## src/pmu_power_pkg.sv

```systemverilog
/*
  Constants, types and register map for the mode-driven power output pins.
  Assumes a 32-bit APB slave port and a present-mode code from the
  power-management sequencer on the same clock.
*/
// What this block does
// - Disk output follows first register bit 7/6/5/4 for suspend/sleep/doze/full speed.
// - Inverted output drives complement of first register bit 3/2/1/0 per mode.
// - Parallel-I/O output follows second register bit 7/6/5/4 per mode.
// - Floppy output follows second register bit 3/2/1/0 per mode.
// - One full-speed bit serves both high-speed and low-speed PLL modes.
// - Disk output is Low after power-on.
// - Inverted output is High after power-on.
// - Floppy and parallel-I/O outputs are Low after power-on.
// - Disk timer expiry clears first register bits 7 to 4.
// - Parallel-I/O timer expiry clears second register bits 7 to 4.
// - Floppy timer expiry clears second register bits 3 to 0.

package pmu_power_pkg;

  // ----------------------------------------
  // Register map
  // ----------------------------------------
  localparam int unsigned ADDR_W = 12;
  localparam logic [7:0] DISK_CTRL_INDEX = 8'h00_ab;
  localparam logic [7:0] FLOPPY_PIO_CTRL_INDEX = 8'h00_ac;
  localparam logic [ADDR_W-1:0] DISK_CTRL_ADDR = {2'b00, DISK_CTRL_INDEX, 2'b00};
  localparam logic [ADDR_W-1:0] FLOPPY_PIO_CTRL_ADDR = {2'b00, FLOPPY_PIO_CTRL_INDEX, 2'b00};
  localparam logic [7:0] DISK_CTRL_RESET = 8'h00_00;
  localparam logic [7:0] FLOPPY_PIO_CTRL_RESET = 8'h00_00;

  // ----------------------------------------
  // Field positions
  // ----------------------------------------
  localparam int unsigned UPPER_GROUP_LSB = 4;
  localparam int unsigned LOWER_GROUP_LSB = 0;
  localparam logic [7:0] UPPER_GROUP_MASK = 8'h00_f0;
  localparam logic [7:0] LOWER_GROUP_MASK = 8'h00_0f;

  // ----------------------------------------
  // Present-mode codes from the sequencer
  // ----------------------------------------
  localparam logic [2:0] MODE_HIGH_PLL = 3'h0;
  localparam logic [2:0] MODE_LOW_PLL = 3'h4;
  localparam logic [2:0] MODE_DOZE = 3'h1;
  localparam logic [2:0] MODE_SLEEP = 3'h3;
  localparam logic [2:0] MODE_SUSPEND = 3'h2;

  // Decoded mode, one-hot
  typedef enum logic [3:0] {
    SEL_FULLSPEED = 4'b0001,
    SEL_DOZE = 4'b0010,
    SEL_SLEEP = 4'b0100,
    SEL_SUSPEND = 4'b1000
  } mode_sel_t;

  // Bit offset within a four-bit group for each mode
  localparam logic [1:0] FULLSPEED_BIT = 2'h0;
  localparam logic [1:0] DOZE_BIT = 2'h1;
  localparam logic [1:0] SLEEP_BIT = 2'h2;
  localparam logic [1:0] SUSPEND_BIT = 2'h3;

  // ----------------------------------------
  // Pin levels and reset values
  // ----------------------------------------
  typedef struct packed {
    logic hdd_power_out;
    logic inverted_power_out;
    logic pio_power_out;
    logic floppy_power_out;
  } power_pins_t;

  localparam power_pins_t PINS_RESET = '{
    hdd_power_out: 1'b0,
    inverted_power_out: 1'b1,
    pio_power_out: 1'b0,
    floppy_power_out: 1'b0
  };

  typedef struct packed {
    logic hdd_expired;
    logic floppy_expired;
    logic pio_expired;
  } timer_expiry_t;

  typedef struct packed {
    logic psel;
    logic penable;
    logic pwrite;
    logic [ADDR_W-1:0] paddr;
    logic [31:0] pwdata;
  } apb_req_t;

  typedef struct packed {
    logic pready;
    logic pslverr;
    logic [31:0] prdata;
  } apb_rsp_t;

  localparam apb_rsp_t APB_RSP_RESET = '{pready: 1'b0, pslverr: 1'b0, prdata: 32'h0000_0000};

endpackage

```

## src/pmu_mode_power_outputs.sv

```systemverilog
/*
  Four power control pins whose levels are picked per power-management
  mode from two software-written control registers, with activity-timer
  expiry clearing the bit groups of the disk, floppy and parallel-I/O pins.
  Assumes mode code and expiry strobes come from logic on pclk, and an
  APB master on the same clock.
*/
// The APB interface to the registers was decided locally.
`timescale 1ns/1ps
`default_nettype none

module pmu_mode_power_outputs (
  input wire logic pclk,
  input wire logic presetn,
  input wire pmu_power_pkg::apb_req_t apb_req,
  output var pmu_power_pkg::apb_rsp_t apb_rsp,
  input wire logic [2:0] present_mode,
  input wire pmu_power_pkg::timer_expiry_t timer_expiry,
  output var pmu_power_pkg::power_pins_t power_pins
);

  // ----------------------------------------
  // State
  // ----------------------------------------
  typedef struct packed {
    logic [7:0] disk_power_out_ctrl;
    logic [7:0] floppy_pio_power_out_ctrl;
    pmu_power_pkg::power_pins_t pins;
    pmu_power_pkg::apb_rsp_t rsp;
  } state_t;

  localparam state_t STATE_RESET = '{
    disk_power_out_ctrl: pmu_power_pkg::DISK_CTRL_RESET,
    floppy_pio_power_out_ctrl: pmu_power_pkg::FLOPPY_PIO_CTRL_RESET,
    pins: pmu_power_pkg::PINS_RESET,
    rsp: pmu_power_pkg::APB_RSP_RESET
  };

  state_t state;
  state_t next_state;

  // ----------------------------------------
  // Mode decode
  // ----------------------------------------
  // Both PLL modes share the full-speed setting; unknown codes fall back to it
  function automatic pmu_power_pkg::mode_sel_t decode_mode(input logic [2:0] code);
    pmu_power_pkg::mode_sel_t sel;
    sel = pmu_power_pkg::SEL_FULLSPEED;
    case (code)
      pmu_power_pkg::MODE_HIGH_PLL,
      pmu_power_pkg::MODE_LOW_PLL: sel = pmu_power_pkg::SEL_FULLSPEED;
      pmu_power_pkg::MODE_DOZE: sel = pmu_power_pkg::SEL_DOZE;
      pmu_power_pkg::MODE_SLEEP: sel = pmu_power_pkg::SEL_SLEEP;
      pmu_power_pkg::MODE_SUSPEND: sel = pmu_power_pkg::SEL_SUSPEND;
      default: sel = pmu_power_pkg::SEL_FULLSPEED;
    endcase
    return sel;
  endfunction

  // Picks the group bit for the present mode
  function automatic logic pick_level(input logic [3:0] group, input pmu_power_pkg::mode_sel_t sel);
    logic level;
    level = group[pmu_power_pkg::FULLSPEED_BIT];
    unique case (sel)
      pmu_power_pkg::SEL_FULLSPEED: level = group[pmu_power_pkg::FULLSPEED_BIT];
      pmu_power_pkg::SEL_DOZE: level = group[pmu_power_pkg::DOZE_BIT];
      pmu_power_pkg::SEL_SLEEP: level = group[pmu_power_pkg::SLEEP_BIT];
      pmu_power_pkg::SEL_SUSPEND: level = group[pmu_power_pkg::SUSPEND_BIT];
    endcase
    return level;
  endfunction

  pmu_power_pkg::mode_sel_t mode_sel;
  assign mode_sel = decode_mode(present_mode);

  // ----------------------------------------
  // Next state
  // ----------------------------------------
  logic setup_phase;
  logic access_done;
  logic hit_disk;
  logic hit_fpio;

  assign setup_phase = apb_req.psel && !apb_req.penable;
  assign access_done = apb_req.psel && apb_req.penable && state.rsp.pready;
  assign hit_disk = apb_req.paddr == pmu_power_pkg::DISK_CTRL_ADDR;
  assign hit_fpio = apb_req.paddr == pmu_power_pkg::FLOPPY_PIO_CTRL_ADDR;

  always_comb begin
    next_state = state;

    // No wait states: answer is raised in the first access cycle
    next_state.rsp.pready = setup_phase;
    next_state.rsp.pslverr = setup_phase && !(hit_disk || hit_fpio);
    next_state.rsp.prdata = 32'h0000_0000;
    if (setup_phase && !apb_req.pwrite) begin
      if (hit_disk) begin
        next_state.rsp.prdata = {24'h00_0000, state.disk_power_out_ctrl};
      end else if (hit_fpio) begin
        next_state.rsp.prdata = {24'h00_0000, state.floppy_pio_power_out_ctrl};
      end
    end
    if (access_done) begin
      next_state.rsp.prdata = state.rsp.prdata;
    end

    // Software writes, then timer clears, so an expiry is never lost
    if (access_done && apb_req.pwrite && hit_disk) begin
      next_state.disk_power_out_ctrl = apb_req.pwdata[7:0];
    end
    if (access_done && apb_req.pwrite && hit_fpio) begin
      next_state.floppy_pio_power_out_ctrl = apb_req.pwdata[7:0];
    end
    if (timer_expiry.hdd_expired) begin
      next_state.disk_power_out_ctrl = next_state.disk_power_out_ctrl
        & ~pmu_power_pkg::UPPER_GROUP_MASK;
    end
    if (timer_expiry.pio_expired) begin
      next_state.floppy_pio_power_out_ctrl = next_state.floppy_pio_power_out_ctrl
        & ~pmu_power_pkg::UPPER_GROUP_MASK;
    end
    if (timer_expiry.floppy_expired) begin
      next_state.floppy_pio_power_out_ctrl = next_state.floppy_pio_power_out_ctrl
        & ~pmu_power_pkg::LOWER_GROUP_MASK;
    end

    // Pins follow the stored bits, one edge after a mode change and two edges after a write
    next_state.pins.hdd_power_out = pick_level(
      state.disk_power_out_ctrl[pmu_power_pkg::UPPER_GROUP_LSB +: 4], mode_sel);
    next_state.pins.inverted_power_out = !pick_level(
      state.disk_power_out_ctrl[pmu_power_pkg::LOWER_GROUP_LSB +: 4], mode_sel);
    next_state.pins.pio_power_out = pick_level(
      state.floppy_pio_power_out_ctrl[pmu_power_pkg::UPPER_GROUP_LSB +: 4], mode_sel);
    next_state.pins.floppy_power_out = pick_level(
      state.floppy_pio_power_out_ctrl[pmu_power_pkg::LOWER_GROUP_LSB +: 4], mode_sel);
  end

  // ----------------------------------------
  // Registers
  // ----------------------------------------
  always_ff @(posedge pclk or negedge presetn) begin
    if (!presetn) begin
      state <= STATE_RESET;
    end else begin
      state <= next_state;
    end
  end

  assign apb_rsp = state.rsp;
  assign power_pins = state.pins;

endmodule

`default_nettype wire

```

## config.mk

```make
export PLATFORM = sky130hd
export DESIGN_NAME = pmu_mode_power_outputs
export DESIGN_NICKNAME = d
export VERILOG_FILES = /design/src/pmu_power_pkg.sv /design/src/pmu_mode_power_outputs.sv
export SDC_FILE = /design/constraint.sdc
export NUM_CORES = 1
export LEC_CHECK = 0
export ABC_CLOCK_PERIOD_IN_PS = 1400
export BUFFER_PORTS_ARGS = -buffer_cell sky130_fd_sc_hd__buf_2
export CORE_AREA = 3 3 87 73
export CTS_CLUSTER_DIAMETER = 100
export DETAILED_ROUTE_END_ITERATION = 7
export DIE_AREA = 0 0 90 76
export HOLD_SLACK_MARGIN = 0.02
export PLACE_DENSITY_LB_ADDON = 0.12
export SLEW_MARGIN = 20
export SYNTH_ARGS = -nofsm -noshare
export SYNTH_HDL_FRONTEND = slang
export SYNTH_SLANG_ARGS = --single-unit
```

## constraint.sdc

```tcl
create_clock -name pclk -period 1.4 [get_ports pclk]
set_input_delay 0.35 -clock pclk [delete_from_list [all_inputs] [get_ports pclk]]
set_output_delay 0.35 -clock pclk [all_outputs]
set_load 0.005 [all_outputs]
```

# [Word-level counts from Yosys, hierarchy flattened]
# Index checks and enable logic that the tools add are counted.
[word_totals] regBits=54 word_cells=46 input_bits=55 output_inout_bits=38
[op_classes] n_eq_ne=9 n_reduce_logical=14 mux=13
[op_table] operator="two-way mux 8 bit" n=7
[op_table] operator="== test 12 x 10 -> 1 bit (second input constant)" n=2
[op_table] operator="one-hot mux 1 bit (4 select lines)" n=4
[op_table] operator="one-hot mux 4 bit (3 select lines)" n=1
[op_table] operator="logical AND 1 bit" n=8
[op_table] operator="== test 3 x 2 -> 1 bit (second input constant)" n=2
[op_table] operator="== test 4 x 1 -> 1 bit (second input constant)" n=1
[op_table] operator="== test 4 x 2 -> 1 bit (second input constant)" n=1
[op_table] operator="== test 4 x 3 -> 1 bit (second input constant)" n=1
[op_table] operator="== test 4 bit (second input constant)" n=1
[op_table] operator="zero test 1 bit" n=4
[op_table] operator="two-way mux 4 bit" n=1
[op_table] operator="== test 3 x 1 -> 1 bit (second input constant)" n=1
[op_table] operator="nonzero test 2 bit" n=1
[op_table] operator="logical OR 1 bit" n=1

# [Depth between registers and ports, before layout]
[depth] depth_word=7 mapped_depth=5

# [Worst setup path before layout]
# No wires, ideal clock.
[synth_path] kind="input -> register" startpoint="input port apb_req[33] (netlist name)" endpoint="register state (netlist bit apb_rsp[0])" required_ps=1314 slack_ps=-523 stages=5 path_buffers=2 setup_ps=86 arrival_ps=1838 cell_sequence="or4b_1 > buf_2 > or4b_4 > buf_6 > o221ai_2"
[synth_between] elab_chain_cells=4 word_cells_on_any_way=5
[synth_lines] element="start: declaration" line="pmu_mode_power_outputs.sv:15" source="input wire pmu_power_pkg::apb_req_t apb_req,"
[synth_lines] element="== test 12 x 10 -> 1 bit" line="pmu_mode_power_outputs.sv:87" source="assign hit_fpio = apb_req.paddr == pmu_power_pkg::FLOPPY_PIO_CTRL_ADDR;"
[synth_lines] element="two-way mux 8 bit" line="pmu_mode_power_outputs.sv:99" source="end else if (hit_fpio) begin"
[synth_lines] element="two-way mux 8 bit (*)" line="pmu_mode_power_outputs.sv:97" source="if (hit_disk) begin"
[synth_lines] element="two-way mux 8 bit (*)" line="pmu_mode_power_outputs.sv:96" source="if (setup_phase && !apb_req.pwrite) begin"
[synth_lines] element="end signal: assignment" line="pmu_mode_power_outputs.sv:145" source="state <= next_state;"
[synth_lines] element="end: declaration" line="pmu_mode_power_outputs.sv:39" source="state_t state;"
# Mark *: on every way between the ends. The rest lies on a longest branch, timed or not.
# A chain may end at the register's enable or synchronous reset.

# [Worst setup path in the final report]
[layout_path] startpoint="input port apb_req[40] (netlist name)" endpoint="register state (netlist bit apb_rsp[1])"
# The elaborated chain is that of the path after synthesis.

==> metrics.md <==
| Metric | Value |
|---|---|
| Root Buffer | clkbuf_8 |
| H-Tree Depth | 2 |
| Status | complete, but fails checks |
| Vias in the first global route | 1,345 |
| # setup viols final | 24 |
| Post-synthesis cell area | 1908 um2 |
| Full die area | 6840 um2 |
| Post-DP HPWL | 3.232 mm |
| Pin count of the biggest net entering global routing | 16 |
| Wire per inst | 13.30 um |
| Final min period | 1.696 ns |
| Most frequent cells in the layout | buf_2 (41), dfrtp_1 (29), nand2b_1 (24), conb_1 (24), inv_1 (16) |
| Tcrit/Tclk final | 1.212 |
| Most used cell, CP | or4b_4 |
| TritonCTS Buffers | 5 |
| Antenna Cells | 0 |
| Slew Viols, Final | 0 |
| Final hold viol count | 0 |
| P_leak | 0.001061 uW |
| CP Max Fanout | 8 |
| RSZ-0062 raised after global routing | true |
| CP Buf/Inv Count | 1 |
| Starting Density | 0.3491 |
| Clock Tree Buf Depth | 2 |
| # DRC | 0 |
| Clock-pin slew on the worst setup and hold paths | 0.07 ns |
| Clk_lat worst skew | 0.28 ns |
| Layout cells sized above 1 | 0.4053 |
| Avg Inst Size Synth | 10.72 um2 |
| CTS sink cnt | 30 |
| Total power per unit cell area | 771.3 nW/um2 |
| Initial antenna violation count | 0 |
| Die H | 76 um |
| Io pins | 93 |
| Setup TNS | -5.703 ns |
| GP Congestion | 0.6982 |
| Commonest non-fill, non-tap cell in the layout | buf_2 |
| CP delay by family, top | simple AND/OR/NAND/NOR gates |
| Die Wd | 90 um |
| Mapped Cells | 178 |
| Rows | 24 |
| Max Cap Viol | 0 |
| DRT Pass-1 Iters | 4 |
| Fin worst setup slack | -0.2964 ns |
| Worst setup EP type | register |
| Worst Clk Skew | 0.005110 ns |
| Sequential cell area fraction in the yosys report | 0.3941 |
| Placed insts | 292 |
| Non-filler cells, final | 305 |
| DR vias | 1,298 |
| Worst path cell trace | buf_6 -> or4b_4 -> or4b_4 -> o221ai_2 |
| Yosys cell types | 28 |
| Yosys warns | 0 |
| Post-Route WL | 4.055 mm |
| Final Core Density | 0.4187 |
| CP max stage cell | or4b_4 |
| CTS tree | built |
| Synthesis-to-layout area growth | 19.93% |
| Worst setup path class | in2reg |
| Total gr overflow | 0 |
| FMAX | 589.5 MHz |
| Worst min path class | in2reg |
| Failing checks | setup timing |
| Dpl ws | -0.6076 ns |
| Synth Register Bits | 30 |
| Critical Path Start Type | input pin |
| WP data arrival | 1.89 ns |
| Area of the core | 5465 um2 |
| DR vias/cell | 4.256 |
| Total track usage | 0.1230 |
| Starting DRT DRC Count | 45 |
| Port buffer count | 44 |
| First-pass GRT wire length | 6.699 mm |
| Crit path largest cell delay | 0.67 ns |
| Post-route ant nets | 0 |
| Worst VDD drop | 0.0002361 V |
| WP data required | 1.60 ns |
| Total Nets Final | 281 |
## logic make-up (layout without fill, tap and decap cells)
| logic type | count (synthesis) | after routing | share of synthesized area |
|---|---|---|---|
| AO/OA/AOI/OAI | 18 | 18 | 0.09902 |
| AND/OR/NAND/NOR | 50 | 50 | 0.1915 |
| buffers and inverters | 59 | 85 | 0.2033 |
| flip-flops | 30 | 30 | 0.3941 |
| multiplexers | 20 | 20 | 0.1102 |
| other | 1 | 24 | 0.001965 |
## power by group
group	leakage, uW	switching, uW	internal (uW)	total (uW)
registers	0.000414	1.52	870	872
logic	0.000599	90.5	84.8	175
clock network	0.0000482	322	396	718
## sequential cells by signal (all words and copies together), names as in the netlist
register    flops
power_pins      4
state          16
apb_rsp        10
## cells in the mapped netlist
library cell	instances	share of area
nor3b_1	1	0.0039
or4bb_1	1	0.0059
and3_1	1	0.0033
nand2b_1	24	0.079
o221ai_2	8	0.063
mux2i_1	12	0.063
or4b_4	3	0.022
buf_6	3	0.018
nor2b_1	3	0.0098
mux2_2	5	0.030
nand4b_1	1	0.0046
inv_1	16	0.031
a211oi_1	1	0.0039
a22oi_1	4	0.016
a2bb2oi_1	1	0.0046
nor4_4	3	0.033
dfstp_2	1	0.014
buf_4	38	0.15
mux2_1	3	0.018
o21bai_1	1	0.0039
nand4_1	1	0.0033
conb_1	1	0.0020
dfrtp_1	29	0.38
nand2_1	11	0.022
buf_2	1	0.0026
or4b_1	1	0.0052
buf_1	1	0.0020
o21ai_0	3	0.0079
## final cells by class
cell class              instances  area, um2
well taps                      78      97.59
multi-input cells             112      878.3
flip-flops and latches         30      752.0
inverters                      16      60.06
fillers                       559       3177
repair buffers                 61      409.1
clock inverters                 1      5.005
clock buffers                   7      86.33
## layer usage
metal  global-route usage  up-vias  wire length [um]
met5                    0        -                 0
met3              0.04047        4               309
met4              0.03670        0                40
li1                     -      640                 -
met1               0.1572      592              1823
met2               0.1984       62              1881
## repair_timing
action,in CTS,in global routing
hold endpoints to repair,8,0
endpoints found under the setup margin,24,24
buffers inserted,2,2
hold buffers,1,0
pin swaps,4,2
gates resized for setup,8,4
## stage by stage
step                hold slack [ns]  total power (uW)  instance area (um2)
CTS                          0.3256              1775                 2256
floorplan                   0.05441              1001                 2004
global placement             0.2397              1046                 2103
detailed placement           0.2397              1050                 2103
finish                       0.3233              1765                 2288
global route                 0.3199              1849                 2288
## worst paths after layout
check | slack (ns) | cells after the start | start | end
min in group asynchronous | 0.48 | 2 | presetn | state[39]
hold / removal | 0.32 | 2 | apb_req[2] | state[48]
max in group asynchronous | 0.45 | 3 | presetn | power_pins[2]
setup reg to reg | -0.15 | 5 | apb_rsp[33] | state[42]
hold reg to reg | 0.47 | 1 | state[46] | power_pins[2]
setup / recovery | -0.30 | 4 | apb_req[40] | apb_rsp[1]
No activity file was read; power rests on OpenSTA's default activity.
